--- src/design/fmc_pkg.sv ---
`default_nettype none
package fmc_pkg;
    // clock rate and counter width
    localparam int unsigned CYC_PER_US     = 100;
    localparam int unsigned CNT_W          = 32;
    // clear-to-send delays, full duplex by code, half duplex single
    localparam int unsigned CTS_FD0_MS     = 402;
    localparam int unsigned CTS_FD1_MS     = 30;
    localparam int unsigned CTS_FD2_MS     = 350;
    localparam int unsigned CTS_HD_MS      = 201;
    // delayed carrier detect on and off delays
    localparam int unsigned CD_ON_FD0_MS   = 301;
    localparam int unsigned CD_ON_FD1_MS   = 4;
    localparam int unsigned CD_ON_FD2_MS   = 152;
    localparam int unsigned CD_OFF_FD0_MS  = 21;
    localparam int unsigned CD_OFF_FD1_MS  = 21;
    localparam int unsigned CD_OFF_FD2_MS  = 4;
    localparam int unsigned CD_ON_HD_US    = 7500;
    localparam int unsigned CD_OFF_HD_US   = 5200;
    // squelch hold, soft turn-off and bit period
    localparam int unsigned SQUELCH_MS     = 150;
    localparam int unsigned SOFT_TURNOFF_US = 5000;
    localparam int unsigned BIT_RATE_BPS   = 300;
    localparam int unsigned AMP_STEPS      = 16;
    // derived cycle counts
    localparam int unsigned CTS_FD0_CYC    = CTS_FD0_MS * 1000 * CYC_PER_US;
    localparam int unsigned CTS_FD1_CYC    = CTS_FD1_MS * 1000 * CYC_PER_US;
    localparam int unsigned CTS_FD2_CYC    = CTS_FD2_MS * 1000 * CYC_PER_US;
    localparam int unsigned CTS_HD_CYC     = CTS_HD_MS * 1000 * CYC_PER_US;
    localparam int unsigned CD_ON_FD0_CYC  = CD_ON_FD0_MS * 1000 * CYC_PER_US;
    localparam int unsigned CD_ON_FD1_CYC  = CD_ON_FD1_MS * 1000 * CYC_PER_US;
    localparam int unsigned CD_ON_FD2_CYC  = CD_ON_FD2_MS * 1000 * CYC_PER_US;
    localparam int unsigned CD_OFF_FD0_CYC = CD_OFF_FD0_MS * 1000 * CYC_PER_US;
    localparam int unsigned CD_OFF_FD1_CYC = CD_OFF_FD1_MS * 1000 * CYC_PER_US;
    localparam int unsigned CD_OFF_FD2_CYC = CD_OFF_FD2_MS * 1000 * CYC_PER_US;
    localparam int unsigned CD_ON_HD_CYC   = CD_ON_HD_US * CYC_PER_US;
    localparam int unsigned CD_OFF_HD_CYC  = CD_OFF_HD_US * CYC_PER_US;
    localparam int unsigned SQUELCH_CYC    = SQUELCH_MS * 1000 * CYC_PER_US;
    localparam int unsigned SOFT_CYC       = SOFT_TURNOFF_US * CYC_PER_US;
    localparam int unsigned BIT_CYC        = 1000000 * CYC_PER_US / BIT_RATE_BPS;
    // amplitude levels and reset values
    localparam logic [3:0]  AMP_FULL       = 4'hf;
    localparam logic [3:0]  AMP_ZERO       = 4'h0;
    localparam int unsigned FIFO_DEPTH     = 8;
    localparam int unsigned FIFO_W         = 1;
    localparam logic        RD_STOP_LEVEL  = 1'h1;
endpackage
`default_nettype wire

--- src/design/fmc_timer_if.sv ---
`default_nettype none
interface fmc_timer_if;
    logic        start;
    logic [31:0] load;
    logic        busy;
    logic        done;
    modport owner (output start, output load, input busy, input done);
    modport timer (input start, input load, output busy, output done);
endinterface
`default_nettype wire

--- src/design/fmc_delay_timer.sv ---
`default_nettype none
module fmc_delay_timer (
    // clock and reset
    input  wire logic   core_clk,
    input  wire logic   arst_n,
    // control from owner
    fmc_timer_if.timer  tif
);
    logic [31:0] cnt_ff;
    logic        busy_ff;

    // restartable down counter, reloads on every start
    always_ff @(posedge core_clk or negedge arst_n) begin
        if (!arst_n) begin
            cnt_ff  <= 32'h0;
            busy_ff <= 1'b0;
        end else if (tif.start) begin
            cnt_ff  <= tif.load;
            busy_ff <= 1'b1;
        end else if (busy_ff) begin
            cnt_ff  <= cnt_ff - 32'h1;
            busy_ff <= (cnt_ff != 32'h1);
        end
    end

    // done pulses in the last counted cycle
    assign tif.busy = busy_ff;
    assign tif.done = busy_ff && (cnt_ff == 32'h1) && !tif.start;

    a_timer_reload: assert property (@(posedge core_clk) disable iff (!arst_n)
        tif.start |=> busy_ff && cnt_ff == $past(tif.load))
        else $error("timer did not reload on start");
endmodule
`default_nettype wire

--- src/design/fmc_fifo.sv ---
`default_nettype none
module fmc_fifo #(
    parameter int unsigned W     = 1,
    parameter int unsigned DEPTH = 8
) (
    // clock and reset
    input  wire logic          core_clk,
    input  wire logic          arst_n,
    // fill side
    input  wire logic          in_valid,
    output logic               in_ready,
    input  wire logic [W-1:0]  in_data,
    // drain side
    output logic               out_valid,
    input  wire logic          out_ready,
    output logic [W-1:0]       out_data
);
    localparam int unsigned PW = $clog2(DEPTH);
    localparam int unsigned CW = $clog2(DEPTH + 1);

    logic [W-1:0]  mem [DEPTH];
    logic [PW-1:0] wr_ff;
    logic [PW-1:0] rd_ff;
    logic [CW-1:0] count_ff;
    logic          push;
    logic          pop;

    // full and empty from the word count
    assign in_ready  = (count_ff != CW'(DEPTH));
    assign out_valid = (count_ff != '0);
    assign push      = in_valid && in_ready;
    assign pop       = out_valid && out_ready;
    assign out_data  = mem[rd_ff];

    // storage write
    always_ff @(posedge core_clk) begin
        if (push) begin
            mem[wr_ff] <= in_data;
        end
    end

    // pointers and count
    always_ff @(posedge core_clk or negedge arst_n) begin
        if (!arst_n) begin
            wr_ff    <= '0;
            rd_ff    <= '0;
            count_ff <= '0;
        end else begin
            if (push) begin
                wr_ff <= (wr_ff == PW'(DEPTH - 1)) ? '0 : wr_ff + PW'(1);
            end
            if (pop) begin
                rd_ff <= (rd_ff == PW'(DEPTH - 1)) ? '0 : rd_ff + PW'(1);
            end
            count_ff <= count_ff + CW'(push) - CW'(pop);
        end
    end

    a_fifo_no_overflow: assert property (@(posedge core_clk) disable iff (!arst_n)
        count_ff == CW'(DEPTH) && !pop |=> count_ff == CW'(DEPTH))
        else $error("fifo count moved while full");
endmodule
`default_nettype wire

--- src/design/fmc_modem_ctrl.sv ---
// How it works
// - while transmit request is low, modulate the carrier from the transmit bit
// - after request rises, keep modulating while amplitude ramps down over soft turn-off
// - raw carrier detect follows the detector comparator with no logic delay
// - delayed carrier detect comes from raw detect through clock-timed counters
// - while delayed carrier detect is high, receive data is held high
// - demodulation stops when raw carrier detect goes inactive
// - between demod stop and delayed detect high, receive data sits at fixed level
// - half-duplex variant has squelch timer, enabled by two-wire select low
// - two-wire half duplex, request low: receive data and delayed detect held high
// - after request rises in two-wire mode, hold both high for squelch time
// - clear-to-send asserts a delay after request falls, code-selected in full duplex, fixed in half duplex, drops at once
// - timer selects choose full-duplex detect on/off delays; code 11, or single select high in half duplex, hands timing outside
// - one shared pin is answer/originate or two-wire select; timer pins shared too
`default_nettype none
module fmc_modem_ctrl #(
    parameter int unsigned P_CTS_FD0_CYC    = fmc_pkg::CTS_FD0_CYC,
    parameter int unsigned P_CTS_FD1_CYC    = fmc_pkg::CTS_FD1_CYC,
    parameter int unsigned P_CTS_FD2_CYC    = fmc_pkg::CTS_FD2_CYC,
    parameter int unsigned P_CTS_HD_CYC     = fmc_pkg::CTS_HD_CYC,
    parameter int unsigned P_CD_ON_FD0_CYC  = fmc_pkg::CD_ON_FD0_CYC,
    parameter int unsigned P_CD_ON_FD1_CYC  = fmc_pkg::CD_ON_FD1_CYC,
    parameter int unsigned P_CD_ON_FD2_CYC  = fmc_pkg::CD_ON_FD2_CYC,
    parameter int unsigned P_CD_OFF_FD0_CYC = fmc_pkg::CD_OFF_FD0_CYC,
    parameter int unsigned P_CD_OFF_FD1_CYC = fmc_pkg::CD_OFF_FD1_CYC,
    parameter int unsigned P_CD_OFF_FD2_CYC = fmc_pkg::CD_OFF_FD2_CYC,
    parameter int unsigned P_CD_ON_HD_CYC   = fmc_pkg::CD_ON_HD_CYC,
    parameter int unsigned P_CD_OFF_HD_CYC  = fmc_pkg::CD_OFF_HD_CYC,
    parameter int unsigned P_SQUELCH_CYC    = fmc_pkg::SQUELCH_CYC,
    parameter int unsigned P_SOFT_CYC       = fmc_pkg::SOFT_CYC,
    parameter int unsigned P_BIT_CYC        = fmc_pkg::BIT_CYC,
    parameter logic        P_RD_STOP_LEVEL  = fmc_pkg::RD_STOP_LEVEL
) (
    // clock and reset
    input  wire logic        core_clk,
    input  wire logic        arst_n,
    // terminal transmit side
    input  wire logic        transmit_request_n,
    input  wire logic        transmit_bit_in,
    input  wire logic        transmit_valid,
    output logic             transmit_ready,
    // configuration pins
    input  wire logic        half_duplex_variant,
    input  wire logic        mode_select_pin,
    input  wire logic        timer_select_lo,
    input  wire logic        timer_select_hi,
    // analog front end and external timers
    input  wire logic        detector_comparator_n,
    input  wire logic        demod_bit,
    input  wire logic        external_cts_n,
    input  wire logic        external_cd_n,
    // modulator control
    output logic             modulated_out,
    output logic [3:0]       tx_amplitude,
    output logic             tx_enable,
    output logic             answer_mode,
    output logic             answer_tone_on,
    // terminal receive side
    output logic             raw_carrier_detect_n,
    output logic             delayed_carrier_detect_n,
    output logic             receive_data,
    output logic             clear_to_send_n,
    output logic             demod_enable
);
    localparam int unsigned SOFT_STEP_CYC =
        (P_SOFT_CYC / fmc_pkg::AMP_STEPS > 0) ? P_SOFT_CYC / fmc_pkg::AMP_STEPS : 1;

    // picks one of three loads by a two-bit timer code
    function automatic logic [31:0] pick3(input logic [1:0] code,
                                          input int unsigned a,
                                          input int unsigned b,
                                          input int unsigned c);
        logic [31:0] r;
        r = 32'(a);
        if (code == 2'b01) begin
            r = 32'(b);
        end else if (code == 2'b10) begin
            r = 32'(c);
        end
        return r;
    endfunction

    fmc_timer_if cts_if ();
    fmc_timer_if cd_if ();
    fmc_timer_if sq_if ();
    fmc_timer_if soft_if ();

    logic        two_wire_select_n;
    logic        timer_select_single;
    logic        answer_tone_enable;
    logic [1:0]  tcode;
    logic        ext_timing;
    logic        sq_enable;
    logic        req_d_ff;
    logic        raw_d_ff;
    logic        req_fall;
    logic        req_rise;
    logic        raw_fall;
    logic        raw_rise;
    logic        squelch;
    logic        cd2_core_ff;
    logic        cd2_ff;
    logic        rd_ff;
    logic        cts_n_ff;
    logic        nxt_cd2;
    logic        nxt_rd;
    logic        tx_active;
    logic        tx_enable_ff;
    logic        mod_bit_ff;
    logic [3:0]  amp_ff;
    logic [31:0] step_cnt_ff;
    logic [31:0] bit_cnt_ff;
    logic        bit_tick;
    logic        fifo_valid;
    logic        fifo_pop;
    logic        fifo_bit;
    logic        answer_mode_ff;
    logic        tone_on_ff;

    // shared pin roles by variant
    assign two_wire_select_n   = half_duplex_variant ? mode_select_pin : 1'b1;
    assign timer_select_single = timer_select_lo;
    assign answer_tone_enable  = half_duplex_variant & timer_select_hi;
    assign tcode      = half_duplex_variant ? {1'b0, timer_select_single}
                                            : {timer_select_hi, timer_select_lo};
    assign ext_timing = half_duplex_variant ? timer_select_single
                                            : (timer_select_hi & timer_select_lo);

    // edge detect on request and raw detect
    always_ff @(posedge core_clk or negedge arst_n) begin
        if (!arst_n) begin
            req_d_ff <= 1'b1;
            raw_d_ff <= 1'b1;
        end else begin
            req_d_ff <= transmit_request_n;
            raw_d_ff <= detector_comparator_n;
        end
    end

    assign req_fall = !transmit_request_n && req_d_ff;
    assign req_rise = transmit_request_n && !req_d_ff;
    assign raw_fall = !detector_comparator_n && raw_d_ff;
    assign raw_rise = detector_comparator_n && !raw_d_ff;

    // raw detect passes straight through; demodulator runs only with carrier
    assign raw_carrier_detect_n = detector_comparator_n;
    assign demod_enable         = !detector_comparator_n;

    // clear-to-send delay timer, restarted by every request fall unless timing is external
    assign cts_if.start = req_fall && !ext_timing;
    assign cts_if.load  = half_duplex_variant ? 32'(P_CTS_HD_CYC)
                        : pick3(tcode, P_CTS_FD0_CYC, P_CTS_FD1_CYC, P_CTS_FD2_CYC);

    fmc_delay_timer u_cts_tmr (
        .core_clk (core_clk),
        .arst_n   (arst_n),
        .tif      (cts_if.timer)
    );

    // clear-to-send output, drops the cycle after request rises
    always_ff @(posedge core_clk or negedge arst_n) begin
        if (!arst_n) begin
            cts_n_ff <= 1'b1;
        end else if (transmit_request_n) begin
            cts_n_ff <= 1'b1;
        end else if (ext_timing) begin
            cts_n_ff <= external_cts_n;
        end else if (cts_if.done) begin
            cts_n_ff <= 1'b0;
        end
    end

    // detect on/off timer, restarted on each raw edge with the matching delay unless timing is external
    assign cd_if.start = (raw_fall || raw_rise) && !ext_timing;
    assign cd_if.load  = half_duplex_variant
        ? (raw_fall ? 32'(P_CD_ON_HD_CYC) : 32'(P_CD_OFF_HD_CYC))
        : (raw_fall ? pick3(tcode, P_CD_ON_FD0_CYC, P_CD_ON_FD1_CYC, P_CD_ON_FD2_CYC)
                    : pick3(tcode, P_CD_OFF_FD0_CYC, P_CD_OFF_FD1_CYC,
                            P_CD_OFF_FD2_CYC));

    fmc_delay_timer u_cd_tmr (
        .core_clk (core_clk),
        .arst_n   (arst_n),
        .tif      (cd_if.timer)
    );

    // delayed detect state before squelch
    always_ff @(posedge core_clk or negedge arst_n) begin
        if (!arst_n) begin
            cd2_core_ff <= 1'b1;
        end else if (ext_timing) begin
            cd2_core_ff <= external_cd_n;
        end else if (cd_if.done) begin
            cd2_core_ff <= detector_comparator_n;
        end
    end

    // squelch hold timer, two-wire half duplex only
    assign sq_enable   = half_duplex_variant && !two_wire_select_n;
    assign sq_if.start = sq_enable && req_rise;
    assign sq_if.load  = 32'(P_SQUELCH_CYC);
    assign squelch     = sq_enable && (!transmit_request_n || sq_if.start
                                       || (sq_if.busy && !sq_if.done));

    fmc_delay_timer u_sq_tmr (
        .core_clk (core_clk),
        .arst_n   (arst_n),
        .tif      (sq_if.timer)
    );

    // receive data and delayed detect next values
    always_comb begin
        nxt_cd2 = cd2_core_ff || squelch;
        if (nxt_cd2) begin
            nxt_rd = 1'b1;
        end else if (detector_comparator_n) begin
            nxt_rd = P_RD_STOP_LEVEL;
        end else begin
            nxt_rd = demod_bit;
        end
    end

    // registered receive outputs
    always_ff @(posedge core_clk or negedge arst_n) begin
        if (!arst_n) begin
            cd2_ff <= 1'b1;
            rd_ff  <= 1'b1;
        end else begin
            cd2_ff <= nxt_cd2;
            rd_ff  <= nxt_rd;
        end
    end

    // soft turn-off timer started by request rise
    assign soft_if.start = req_rise;
    assign soft_if.load  = 32'(P_SOFT_CYC);
    assign tx_active     = !transmit_request_n || soft_if.start
                           || (soft_if.busy && !soft_if.done);

    fmc_delay_timer u_soft_tmr (
        .core_clk (core_clk),
        .arst_n   (arst_n),
        .tif      (soft_if.timer)
    );

    // transmit bits wait in the fifo until the next bit slot
    fmc_fifo #(
        .W     (fmc_pkg::FIFO_W),
        .DEPTH (fmc_pkg::FIFO_DEPTH)
    ) u_tx_fifo (
        .core_clk  (core_clk),
        .arst_n    (arst_n),
        .in_valid  (transmit_valid),
        .in_ready  (transmit_ready),
        .in_data   (transmit_bit_in),
        .out_valid (fifo_valid),
        .out_ready (fifo_pop),
        .out_data  (fifo_bit)
    );

    // bit slot counter, runs only while transmitting
    always_ff @(posedge core_clk or negedge arst_n) begin
        if (!arst_n) begin
            bit_cnt_ff <= 32'h0;
        end else if (!tx_active || bit_tick) begin
            bit_cnt_ff <= 32'h0;
        end else begin
            bit_cnt_ff <= bit_cnt_ff + 32'h1;
        end
    end

    assign bit_tick = (bit_cnt_ff == 32'(P_BIT_CYC - 1));
    assign fifo_pop = bit_tick && fifo_valid && tx_active;

    // frequency select follows the transmit bit; idles at mark
    always_ff @(posedge core_clk or negedge arst_n) begin
        if (!arst_n) begin
            mod_bit_ff <= 1'b1;
        end else if (!tx_active) begin
            mod_bit_ff <= 1'b1;
        end else if (fifo_pop) begin
            mod_bit_ff <= fifo_bit;
        end
    end

    // amplitude full while requested, stepping down during soft turn-off
    always_ff @(posedge core_clk or negedge arst_n) begin
        if (!arst_n) begin
            amp_ff      <= fmc_pkg::AMP_ZERO;
            step_cnt_ff <= 32'h0;
        end else if (!transmit_request_n) begin
            amp_ff      <= fmc_pkg::AMP_FULL;
            step_cnt_ff <= 32'h0;
        end else if (!tx_active) begin
            amp_ff      <= fmc_pkg::AMP_ZERO;
            step_cnt_ff <= 32'h0;
        end else if (step_cnt_ff == 32'(SOFT_STEP_CYC - 1)) begin
            step_cnt_ff <= 32'h0;
            if (amp_ff != fmc_pkg::AMP_ZERO) begin
                amp_ff <= amp_ff - 4'h1;
            end
        end else begin
            step_cnt_ff <= step_cnt_ff + 32'h1;
        end
    end

    // transmitter enable and pin role outputs
    always_ff @(posedge core_clk or negedge arst_n) begin
        if (!arst_n) begin
            tx_enable_ff   <= 1'b0;
            answer_mode_ff <= 1'b0;
            tone_on_ff     <= 1'b0;
        end else begin
            tx_enable_ff   <= tx_active;
            answer_mode_ff <= !half_duplex_variant && mode_select_pin;
            tone_on_ff     <= answer_tone_enable;
        end
    end

    assign modulated_out            = mod_bit_ff;
    assign tx_amplitude             = amp_ff;
    assign tx_enable                = tx_enable_ff;
    assign answer_mode              = answer_mode_ff;
    assign answer_tone_on           = tone_on_ff;
    assign delayed_carrier_detect_n = cd2_ff;
    assign receive_data             = rd_ff;
    assign clear_to_send_n          = cts_n_ff;

    a_tx_on_request: assert property (@(posedge core_clk) disable iff (!arst_n)
        !transmit_request_n |=> tx_enable_ff && amp_ff == fmc_pkg::AMP_FULL)
        else $error("transmitter not on during request");

    a_soft_turnoff_hold: assert property (@(posedge core_clk) disable iff (!arst_n)
        req_rise |=> tx_enable_ff [*2])
        else $error("carrier cut abruptly at request rise");

    a_raw_detect_pass: assert property (@(posedge core_clk) disable iff (!arst_n)
        raw_carrier_detect_n == detector_comparator_n
        && demod_enable == !raw_carrier_detect_n)
        else $error("raw detect or demod enable mismatch");

    a_cd2_on_delay: assert property (@(posedge core_clk) disable iff (!arst_n)
        $fell(cd2_core_ff) && !$past(ext_timing) |-> $past(cd_if.done)
        && !$past(detector_comparator_n))
        else $error("delayed detect fell without timer expiry");

    a_mark_hold: assert property (@(posedge core_clk) disable iff (!arst_n)
        delayed_carrier_detect_n |-> receive_data)
        else $error("receive data not held at mark");

    a_stop_level: assert property (@(posedge core_clk) disable iff (!arst_n)
        detector_comparator_n && !nxt_cd2 |=> receive_data == P_RD_STOP_LEVEL)
        else $error("receive data not at stop level");

    a_hd_tx_squelch: assert property (@(posedge core_clk) disable iff (!arst_n)
        sq_enable && !transmit_request_n |=> delayed_carrier_detect_n && receive_data)
        else $error("squelch not held during half duplex transmit");

    a_squelch_after: assert property (@(posedge core_clk) disable iff (!arst_n)
        sq_enable && req_rise |=> (delayed_carrier_detect_n && receive_data) [*3])
        else $error("squelch released too early");

    a_cts_off_fast: assert property (@(posedge core_clk) disable iff (!arst_n)
        transmit_request_n |=> clear_to_send_n)
        else $error("clear to send not dropped");

    a_cts_on_delay: assert property (@(posedge core_clk) disable iff (!arst_n)
        $fell(clear_to_send_n) && !$past(ext_timing) |-> $past(cts_if.done))
        else $error("clear to send without timer expiry");
endmodule
`default_nettype wire

--- config.mk ---
export PLATFORM = sky130hd
export DESIGN_NAME = fmc_modem_ctrl
export DESIGN_NICKNAME = d
export VERILOG_FILES = /design/src/design/fmc_pkg.sv /design/src/design/fmc_timer_if.sv /design/src/design/fmc_delay_timer.sv /design/src/design/fmc_fifo.sv /design/src/design/fmc_modem_ctrl.sv
export SDC_FILE = /design/constraint.sdc
export NUM_CORES = 1
export LEC_CHECK = 0
export ABC_AREA = 0
export BUFFER_PORTS_ARGS = -buffer_cell sky130_fd_sc_hd__buf_2
export CORE_UTILIZATION = 45
export DETAILED_ROUTE_END_ITERATION = 7
export MAX_ROUTING_LAYER = met4
export PLACE_DENSITY = 0.69
export SLEW_MARGIN = 25
export SYNTH_ARGS = -nofsm -noshare
export SYNTH_HDL_FRONTEND = slang
export SYNTH_SLANG_ARGS = --single-unit
--- constraint.sdc ---
create_clock -name core_clk -period 9.4 [get_ports core_clk]
set_input_delay 0.94 -clock core_clk [delete_from_list [all_inputs] [get_ports core_clk]]
set_output_delay 0.94 -clock core_clk [all_outputs]
set_load 0.02 [all_outputs]
---- Yosys cells after proc, flatten, opt, wreduce, memory -nomap -nowiden ----
Memories as Yosys holds them, arrays and structs flattened.
Cells that the tools add are included.
word-level totals
  register bits after elaboration ......... 220
  bits in writable memories ............... 8
  input port bits ......................... 13
  output and inout bits ................... 14
  logic and storage cells ................. 160
  memories ................................ 1
cells by class
  add/sub/neg operators ................... 11
  equality and inequality tests ........... 18
  multiplexer cells ....................... 50
  bitwise gates (word level) .............. 2
  reduce and logical (&&, ||, !) cells .... 54
memories
  name           words  width  read ports  clocked after Yosys merged registers in  write ports  line            RTL
  u_tx_fifo.mem  8      1      1           0                                        1            fmc_fifo.sv:21  logic [W-1:0] mem [DEPTH];
operators by type and width
  operator                                                                  count
  32-bit 2-to-1 mux                                                         16
  32-bit by 1-bit == test with 1-bit output, second input constant          4
  32-bit by 1-bit inequality test with 1-bit output, second input constant  4
  32-bit by 1-bit subtractor with 32-bit output, second input constant      4
  32-bit by 1-bit adder with 32-bit output, second input constant           2
  25-bit 2-to-1 mux                                                         2
  22-bit 2-to-1 mux                                                         2
  32-bit by 15-bit == test with 1-bit output, second input constant         1
  32-bit by 19-bit == test with 1-bit output, second input constant         1
  1-bit logical AND                                                         24
  23-bit 2-to-1 mux                                                         1
  1-bit 2-to-1 mux                                                          21
  20-bit 2-to-1 mux                                                         1
  4-bit 2-to-1 mux                                                          4
  1-bit zero test                                                           14
  2-bit nonzero test                                                        5
  4-bit nonzero test                                                        2
  1-bit logical OR                                                          7
  3-bit by 1-bit adder with 3-bit output, second input constant             2
  3-bit == test, second input constant                                      2
  3-bit 2-to-1 mux                                                          2
  3-bit by 2-bit inequality test with 1-bit output, second input constant   2
  4-bit by 1-bit adder with 4-bit output                                    1
  4-bit inequality test, second input constant                              1
  other kinds (9)                                                           10

---- Depth between registers and ports, before layout ----
Gate-level depths: netlist of run 1.
  depth in word-level cells ............... 12
  gate-level depth with buffers ........... 13
  gate-level depth less buffers ........... 13

---- Hierarchy ----
Synthesis of run 1 repeated with hierarchy kept, for this count alone.
unflattened totals
  cell total of the unflattened synthesis .. 1,432
  area total of the unflattened synthesis .. 13,211.4 µm²
by module, submodules not included
  module                           instances  cells an instance  area an instance (µm²)
  fmc_delay_timer (u_cts_tmr ...)  3          216                1,964.4
  fmc_modem_ctrl                   1          503                4,465.5
  fmc_delay_timer (u_cd_tmr)       1          214                1,925.6
  fmc_fifo                         1          67                 927.1

---- Worst setup path before layout of run 1 ----
Ideal clock, no wire load.
  kind .................................... register -> register
  from .................................... register bit_cnt_ff[20]
  to ...................................... register u_tx_fifo.count_ff[2]
  setup time .............................. 0.123 ns
  arrival ................................. 2.948 ns
  slack ................................... 6.329 ns
  stages on the path, launching flop included .. 11
  path buffers ............................ 0
  path through ............................ dfrtp_1 -> or4_1 -> or4b_2 -> nor3_1 -> nand3b_1 -> inv_1 -> ha_1 -> inv_1 -> ha_1 -> fa_1 -> xor2_1
between the ends
  cells in the longest elaborated chain, start to end .. 5
RTL lines
  element                                      line                   RTL
  start, declared                              fmc_modem_ctrl.sv:112  logic [31:0] bit_cnt_ff;
  start signal, assigned                       fmc_modem_ctrl.sv:268  bit_cnt_ff <= bit_cnt_ff + 32'h1;
  32-bit by 19-bit == test with 1-bit output   fmc_modem_ctrl.sv:272  assign bit_tick = (bit_cnt_ff == 32'(P_BIT_CYC - 1));
  1-bit logical AND (2 in series)              fmc_modem_ctrl.sv:273  assign fifo_pop = bit_tick && fifo_valid && tx_active;
  1-bit logical AND                            fmc_fifo.sv:32         assign pop = out_valid && out_ready;
  net u_tx_fifo.pop                            fmc_fifo.sv:26         logic pop;
  4-bit by 1-bit subtractor with 4-bit output  fmc_fifo.sv:55         count_ff <= count_ff + CW'(push) - CW'(pop);
  end signal, assigned                         fmc_fifo.sv:55
  end, declared                                fmc_fifo.sv:24         logic [CW-1:0] count_ff;
The timed path passes the listed nets, and every way through them passes these cells.
A chain may end at the register's enable or synchronous reset.

---- Worst setup path after layout of run 1 ----
  from .................................... register u_soft_tmr.cnt_ff[10]
  to ...................................... register u_tx_fifo.count_ff[2]
between the ends
  cells in the longest elaborated chain, start to end .. 9
RTL lines
  element                                      line                   RTL
  start, declared                              fmc_delay_timer.sv:9   logic [31:0] cnt_ff;
  start signal, assigned                       fmc_delay_timer.sv:18  cnt_ff <= tif.load;
  start signal, assigned                       fmc_delay_timer.sv:21  cnt_ff <= cnt_ff - 32'h1;
  32-bit by 1-bit == test with 1-bit output    fmc_delay_timer.sv:28  assign tif.done = busy_ff && (cnt_ff == 32'h1) && !tif.start;
  1-bit logical AND (2 in series)              fmc_delay_timer.sv:28
  1-bit zero test                              fmc_modem_ctrl.sv:238  || (soft_if.busy && !soft_if.done);
  1-bit logical AND                            fmc_modem_ctrl.sv:238
  1-bit logical OR                             fmc_modem_ctrl.sv:238
  1-bit logical AND                            fmc_modem_ctrl.sv:273
  1-bit logical AND                            fmc_fifo.sv:32
  net u_tx_fifo.pop                            fmc_fifo.sv:26
  4-bit by 1-bit subtractor with 4-bit output  fmc_fifo.sv:55
The timed path passes the listed nets, and every way through them passes these cells.

==> summary.md, run 1 <==
| Metric | Value |
|---|---|
| F_max | `257 MHz` |
| Routed Antenna Nets | `0` |
| P_leak | `5.20 nW` |
| Post-synthesis cell type count | `58` |
| Rows | `58` |
| Total power | `2.61 mW` |
| Sw Share | `29.1%` |
| Tmin final | `3.89 ns` |
| Pint | `1.85 mW` |
| Total track usage | `18.8%` |
| Clk_skew | `0.0172 ns` |
| DR WL/cell | `14.9 µm` |
| Worst slack at placement | `5.56 ns` |
| First-pass GRT wire length | `40.5 mm` |
| RSZ-0062 raised after global routing | `false` |
| Setup TNS | `0 ns` |
| Initial Utilization | `46.3%` |
| Core area | `25400 µm²` |
| Drt drc | `0` |
| Synth top area share | `45.4%` |
| Leading register cell type out of synthesis | `dfrtp_1` |
| Clk pwr share | `36.0%` |
| Yosys reg bits | `228` |
| Reg area | `5750 µm²` |
| H-Tree Depth | `1` |
| Global route overflow | `0` |
| Net Count, Synth | `1256` |
| Crit Path Max Fanout | `29` |
| Routability cong. | `0.821` |
| Syn Area/Cell | `9.66 µm²` |
| Worst-path clk slew | `0.06 ns` |
| Status | `finished clean` |
| Peak VDD IR | `0.141 mV` |
| Logic pwr share | `17.3%` |
| HPWL after DPL | `15.7 mm` |
| Placed instance area | `12200 µm²` |
| DRT iter0 DRCs | `484` |
| Area Overhead vs Synth | `10.6%` |
| Cells after Synth | `1216` |
| Rel. slew slack | `33.9%` |
| Critical setup path kind | `reg -> reg` |
| Seq/Total Area, Yosys | `49.0%` |
| Die H | `164 µm` |
| Multi-input logic area | `5670 µm²` |
| Design Area, Final | `13000 µm²` |
| Detailed-route vias per instance | `5.49` |
| Nets | `1272` |
| Hold slack | `0.403 ns` |
| TritonRoute pass-1 iters | `5` |
| I/O Pins | `27` |
| Vias in the first global route | `8550` |
| Fraction of layout cells with a size suffix above 1 | `9.45%` |
| Syn Std Cell Area | `11800 µm²` |
| IO Port Bufs | `26` |
| Worst Tran Pin Value | `0.992 ns` |
| Die ar. | `26800 µm²` |
| Post-CTS setup buffers | `0` |
| CTS sink cnt | `228` |
| TritonCTS clock tree | `yes` |
| Skew-Pair Late Insertion Delay | `0.53 ns` |
| Clock tree buffer depth | `3` |
| Final hold vios | `0` |
| Critical Path RT | `9.81 ns` |
| Post-CTS Hold Fix Bufs | `0` |
| Largest net degree at the start of global routing | `91` |
| Tightest Hold Check Type | `in -> async` |
| # Max-Cap Violations | `0` |
| Placed Cells | `1535` |
| Antenna violations before repair | `1` |
| Top post-synthesis cells by area | `dfrtp_1 (45%), xnor2_1 (9.0%), nor2_1 (5.6%)` |
| Non-filler instance count after layout | `1580` |
| Switching pwr | `0.758 mW` |
| PnR worst setup slack | `5.51 ns` |
| Post-synth ARST share | `96.5%` |
| Worst setup SP type | `flop` |
| Fin. max-slew vios | `0` |
| Area leader, netlist | `dfrtp_1` |
| Num CTS Buffers | `25` |
| Final worst-path cycle share | `41.4%` |
| Root Buffer | `clkbuf_16` |
| WP data arrival | `4.30 ns` |
| Die W | `164 µm` |
| PwrDens | `200 nW/µm²` |
| Reg power frac | `46.7%` |
| Fill cells | `2353` |
| DR vias | `8679` |
| Final WL | `23.5 mm` |
| Final design utilization | `51.2%` |
| Critical path capture point type | `flop` |
| EDFF count, synth | `8` |
| Post-CTS Resized | `0` |
| Yosys warning count | `0` |
| Final setup violation count | `0` |
-- final timing paths --
kind | from | endpoint | slack [ns] | depth (start not counted)
setup / recovery | u_soft_tmr.cnt_ff[10]$_DFFE_PN0P_ | u_tx_fifo.count_ff[2]$_DFF_PN0_ | 5.51 | 11
setup reg to reg | u_soft_tmr.cnt_ff[10]$_DFFE_PN0P_ | u_tx_fifo.count_ff[2]$_DFF_PN0_ | 5.51 | 11
hold / removal | arst_n | u_cd_tmr.cnt_ff[26]$_DFFE_PN0P_ | 0.40 | 1
min in group core_clk | bit_cnt_ff[0]$_DFF_PN0_ | bit_cnt_ff[0]$_DFF_PN0_ | 0.52 | 1
max in group asynchronous | arst_n | bit_cnt_ff[30]$_DFF_PN0_ | 7.18 | 3
hold reg to reg | bit_cnt_ff[0]$_DFF_PN0_ | bit_cnt_ff[0]$_DFF_PN0_ | 0.52 | 1
-- flip-flops by register name, indices dropped and copies added (netlist names), 3 cells and up --
signal	cells
u_tx_fifo.count_ff	4
u_cd_tmr.cnt_ff	32
tx_amplitude	4
u_tx_fifo.mem	8
u_tx_fifo.wr_ff	3
bit_cnt_ff	32
u_cts_tmr.cnt_ff	32
step_cnt_ff	32
u_soft_tmr.cnt_ff	32
u_sq_tmr.cnt_ff	32
u_tx_fifo.rd_ff	3
-- worst max-delay path, stage by stage (launching register included) --
cell and delay, ns:
dfrtp_1 0.40, nor4_1 0.58, nand4_1 0.53, o41ai_2 0.46, buf_4 0.35, nand3b_1 0.24, inv_1 0.07, ha_1 0.27
inv_1 0.04, ha_1 0.22, fa_1 0.42, xor2_1 0.17
-- per-layer routing --
layer  GRT usage, %  share of wire [%]  wire (µm)
met1           25.0                 48      11200
met2           30.1                 46      10900
met3           2.62                3.9        913
met4           4.97                2.1        493
met5              -                  0          0
-- synth_stat cells, types with 4 or more instances --
| cell | count |
|---|---|
| or2_2 | 10 |
| nand2b_1 | 8 |
| mux2i_1 | 4 |
| nand4_1 | 35 |
| nor3b_1 | 6 |
| edfxtp_1 | 8 |
| and2_1 | 5 |
| dfstp_2 | 7 |
| nand3_1 | 37 |
| nor2_1 | 176 |
| inv_1 | 42 |
| or4_1 | 15 |
| and4_1 | 8 |
| xor2_1 | 47 |
| xnor2_1 | 121 |
| or3_1 | 31 |
| a21oi_1 | 50 |
| o21ai_0 | 28 |
| dfrtp_1 | 213 |
| a211oi_1 | 5 |
| or4b_2 | 4 |
| nor2b_1 | 9 |
| mux2_2 | 8 |
| nand2_1 | 68 |
| nor4b_1 | 7 |
| a21o_1 | 7 |
| clkbuf_1 | 39 |
| nor3_1 | 79 |
| and3_1 | 8 |
| ha_1 | 26 |
| nor4_1 | 58 |
| o22a_1 | 4 |
-- power by group through the flow --
stage,Sequential (mW),Clock [mW],Combinational (mW)
after floorplan,1.21,0,0.353
after global placement,1.22,0,0.436
after detailed placement,1.23,0,0.454
after CTS,1.21,0.969,0.459
after global routing,1.23,1.01,0.515
final,1.22,0.938,0.452
-- cells in the final DEF (no fill, tap or decap), types with 10 or more instances in the layout --
| cell | count |
|---|---|
| dfrtp_1 | 213 |
| nor2_1 | 176 |
| xnor2_1 | 121 |
| nor3_1 | 78 |
| nand2_1 | 68 |
| nor4_1 | 58 |
| a21oi_1 | 50 |
| xor2_1 | 47 |
| inv_1 | 42 |
| nand3_1 | 37 |
| nand4_1 | 35 |
| or3_1 | 31 |
| o21ai_0 | 28 |
| ha_1 | 26 |
| clkbuf_16 | 25 |
| buf_2 | 25 |
| or4_1 | 15 |
| or2_2 | 10 |
-- kinds of logic (layout without fill, tap and decap cells) --
kind of cell	count (synthesis)	in the layout	share of synthesized area, %
other	0	1	0
XOR/XNOR	168	168	12.5
flip-flops	228	228	49.0
multiplexers	14	14	1.49
AO/OA/AOI/OAI	114	114	5.78
adder cells (fa/ha/maj)	27	27	2.94
buffers and inverters	88	121	2.93
AND/OR/NAND/NOR	577	577	25.4
-- area by class of cell --
type / count / share of cell area, %
flip-flops and latches: 228 / 44.3
multi-input cells: 900 / 43.6
clock buffers: 38 / 5.80
well taps: 330 / 3.18
repair buffers: 35 / 1.63
inverters: 42 / 1.21
clock inverters: 6 / 0.260
diodes: 1 / 0.0192
(Power assumes the default switching activity.)
==> run 2: changes to the inputs <==
--- a/config.mk
+++ b/config.mk
@@ -5,12 +5,12 @@
 export SDC_FILE = /design/constraint.sdc
 export NUM_CORES = 1
 export LEC_CHECK = 0
-export ABC_AREA = 0
+export ABC_AREA = 1
 export BUFFER_PORTS_ARGS = -buffer_cell sky130_fd_sc_hd__buf_2
 export CORE_UTILIZATION = 45
 export DETAILED_ROUTE_END_ITERATION = 7
 export MAX_ROUTING_LAYER = met4
-export PLACE_DENSITY = 0.69
+export PLACE_DENSITY = 0.68
 export SLEW_MARGIN = 25
 export SYNTH_ARGS = -nofsm -noshare
 export SYNTH_HDL_FRONTEND = slang
==> constraint.sdc (replaced) <==
create_clock -name core_clk -period 3.6 [get_ports core_clk]
set_input_delay 0.36 -clock core_clk [delete_from_list [all_inputs] [get_ports core_clk]]
set_output_delay 0.36 -clock core_clk [all_outputs]
set_load 0.02 [all_outputs]
==> summary.md, run 2 <==
| Metric | Value |
|---|---|
| Status | `finished clean` |
| HPWL after DPL | `24.5 mm (+57%)` |
| # Max-Cap Violations | `0 (unchanged)` |
| Net Count, Synth | `2028 (+61%)` |
| Skew-Pair Late Insertion Delay | `0.57 ns (+0.04 ns)` |
| Post-CTS Resized | `0 (unchanged)` |
| H-Tree Depth | `1 (unchanged)` |
| Clk_skew | `0.0317 ns (+0.0145 ns)` |
| Post-synth ARST share | `96.5% (unchanged)` |
| Yosys reg bits | `228 (unchanged)` |
| Worst Tran Pin Value | `0.797 ns (-0.196 ns)` |
| Largest net degree at the start of global routing | `103 (+13%)` |
| Rel. slew slack | `46.9% (+13 points)` |
| Nets | `2067 (+63%)` |
| Critical path capture point type | `flop` |
| Cells after Synth | `1988 (+63%)` |
| DRT iter0 DRCs | `874 (+81%)` |
| TritonRoute pass-1 iters | `5 (unchanged)` |
| Vias in the first global route | `12.3k (+43%)` |
| CTS sink cnt | `228 (unchanged)` |
| EDFF count, synth | `8 (unchanged)` |
| Global route overflow | `0 (unchanged)` |
| Placed instance area | `14400 µm² (+18%)` |
| Final design utilization | `51.7% (+0.51 points)` |
| Worst-path clk slew | `0.06 ns (about the same)` |
| Fraction of layout cells with a size suffix above 1 | `6.30% (-3.2 points)` |
| Fin. max-slew vios | `0 (unchanged)` |
| Root Buffer | `clkbuf_16` |
| RSZ-0062 raised after global routing | `false` |
| GR Util met3 | `3.06% (+0.45 points)` |
| Crit Path Max Fanout | `5 (-83%)` |
| Routed Antenna Nets | `0 (unchanged)` |
| Detailed-route vias per instance | `5.26 (-4.3%)` |
| Most frequent CP cell | `inv_1` |
| TritonCTS clock tree | `yes` |
| P_leak | `7.37 nW (+42%)` |
| PwrDens | `495 nW/µm² (+150%)` |
| Total power | `7.66 mW (+190%)` |
| GRT met1 Usage | `30.3% (+5.3 points)` |
| Top Usage Layer GRT | `met2` |
| Peak VDD IR | `0.401 mV (+180%)` |
| Drt drc | `0 (unchanged)` |
| Final setup violation count | `0 (unchanged)` |
| Crit-path cells | `inv_1 -> ha_1 -> inv_1 -> nor3_1 -> nand2_1 -> nor2_1 -> nand2_1 -> nor2_1 -> nand2_2 -> inv_1 -> ha_1 -> inv_1 -> ha_1 -> fa_1 -> xor2_1` |
| Post-synthesis cell type count | `49 (-16%)` |
| Hold slack | `0.0291 ns (-0.374 ns)` |
| Syn Area/Cell | `6.98 µm² (-28%)` |
| Final worst-path cycle share | `72.9% (+32 points)` |
| Clock tree buffer depth | `3 (unchanged)` |
| First-pass GRT wire length | `58.5 mm (+44%)` |
| IO Port Bufs | `26 (unchanged)` |
| Synth top area share | `38.4% (-6.9 points)` |
| Die W | `178 µm (+8.6%)` |
| Tightest Hold Check Type | `in -> reg` |
| Num CTS Buffers | `28 (+12%)` |
| Core area | `30000 µm² (+18%)` |
| Critical setup path kind | `reg -> reg` |
| WP data arrival | `3.08 ns (-1.22 ns)` |
| M2 GR Usage | `37.6% (+7.6 points)` |
| Critical Path RT | `4.05 ns (-5.76 ns)` |
| Final WL | `34.1 mm (+45%)` |
| Setup TNS | `0 ns (unchanged)` |
| Synth top cells by count | `nand2_1 (454), nor2_1 (399), inv_1 (252)` |
| Total track usage | `23.1% (+4.3 points)` |
| CP max-delay cell | `dfrtp_1` |
| DR vias | `12.8k (+48%)` |
| Leading cell type in the layout, fill and taps excluded | `nand2_1` |
| Post-CTS Hold Fix Bufs | `3 (+3)` |
| Area Overhead vs Synth | `11.6%` |
| Tmin final | `2.62 ns (-1.26 ns)` |
| Syn Std Cell Area | `13900 µm² (+18%)` |
| Worst path max stage delay | `0.42 ns (-0.16 ns)` |
| Design Area, Final | `15500 µm² (+19%)` |
| Initial Utilization | `46.3% (+0.063 points)` |
| Area leader, netlist | `dfrtp_1` |
| Antenna violations before repair | `0 (-1)` |
| Yosys warning count | `0 (unchanged)` |
| Rows | `63 (+8.6%)` |
| Final hold vios | `0 (unchanged)` |
| Seq/Total Area, Yosys | `41.5% (-7.5 points)` |
| Most frequent cells in the layout | `nand2_1 (454), nor2_1 (399), inv_1 (252), dfrtp_1 (213), nand3_1 (139)` |
| Most frequent cell after synthesis | `nand2_1` |
| Routability cong. | `0.928 (+13%)` |
| F_max | `381 MHz (+48%)` |
| Die H | `178 µm (+8.6%)` |
| I/O Pins | `27 (unchanged)` |
| DR WL/cell | `14.0 µm (-5.9%)` |
| Worst setup SP type | `flop` |
| Post-CTS setup buffers | `0 (unchanged)` |
| Top post-synthesis cells by area | `dfrtp_1 (38%), nand2_1 (12%), nor2_1 (11%)` |
| N_diodes | `0 (-1)` |
| Die ar. | `31500 µm² (+18%)` |
| Leading register cell type out of synthesis | `dfrtp_1` |
==> run 2: cell types whose count changed after synthesis, sizes merged, moves of 18 or more <==
cell    delta
or3       -32
nand2    +393
nor3      +18
or4       -18
nor4      -55
o21ai     +61
inv      +212
nor2     +238
a21oi     +26
nand3    +102
xnor2    -109
clkbuf    -29
==> run 2: path summary, 6_finish.rpt <==
| check | start | end | slack, ns | cells after the start |
|---|---|---|---|---|
| min in group asynchronous | arst_n | u_cts_tmr.cnt_ff[6]$_DFFE_PN0P_ | 0.42 | 2 |
| worst max register to register | bit_cnt_ff[0]$_DFF_PN0_ | u_tx_fifo.count_ff[2]$_DFF_PN0_ | 0.98 | 15 |
| worst max-delay path | bit_cnt_ff[0]$_DFF_PN0_ | u_tx_fifo.count_ff[2]$_DFF_PN0_ | 0.98 | 15 |
| max in group asynchronous | arst_n | u_cd_tmr.cnt_ff[31]$_DFFE_PN0P_ | 2.26 | 3 |
| worst min-delay path | external_cd_n | cd2_core_ff$_DFFE_PN1P_ | 0.03 | 3 |
| worst min register to register | clear_to_send_n$_DFFE_PN1P_ | clear_to_send_n$_DFFE_PN1P_ | 0.49 | 2 |
==> run 2: area by class of cell <==
type | instances | area [µm²]
clock buffers | 38 | 820
clock inverters | 14 | 189
fillers | 2932 | 14500
inverters | 256 | 961
multi-input cells | 1470 | 6990
flip-flops and latches | 228 | 5750
well taps | 390 | 488
repair buffers | 43 | 288
==> run 2: power breakdown <==
group / leakage (nW) / switching (mW) / internal [mW]
clock network: 0.487 / 1.19 / 1.82
registers: 2.85 / 0.292 / 2.90
logic: 4.03 / 0.942 / 0.523
==> run 2: cell families (layout without fill, tap and decap cells) <==
kind of cell               count (synthesis)  after routing  synth area share [%]
adders and majority gates                 27             27                  2.49
and+or+nand+nor                         1182           1182                  36.2
DFF                                      228            228                  41.5
xor gates and xnor gates                  57             57                  3.60
AOI/OAI and AO/OA                        204            204                  8.07
buffers and inverters                    290            351                  8.19
==> run 2: layer usage <==
| metal | share of wire [%] | routed length, µm |
|---|---|---|
| met2 | 46 | 15800 |
| met1 | 46 | 15800 |
| met5 | 0 | 0 |
| met4 | 2.3 | 792 |
| met3 | 5.1 | 1730 |
==> run 2: per-stage QoR <==
stage,std cells,setup slack [ns]
global route,2439,0.701
floorplan,1988,1.07
global placement,2384,1.02
finish,2439,0.975
detailed placement,2384,0.962
CTS,2439,0.952
==> run 2: worst max-delay path, delay by kind of cell (launching register included) <==
family	cells	cell delay (ns)
adder cells (fa/ha/maj)	4	0.89
AND/OR/NAND/NOR	6	0.75
buffers and inverters	4	0.28
flip-flops	1	0.42
XOR/XNOR	1	0.17
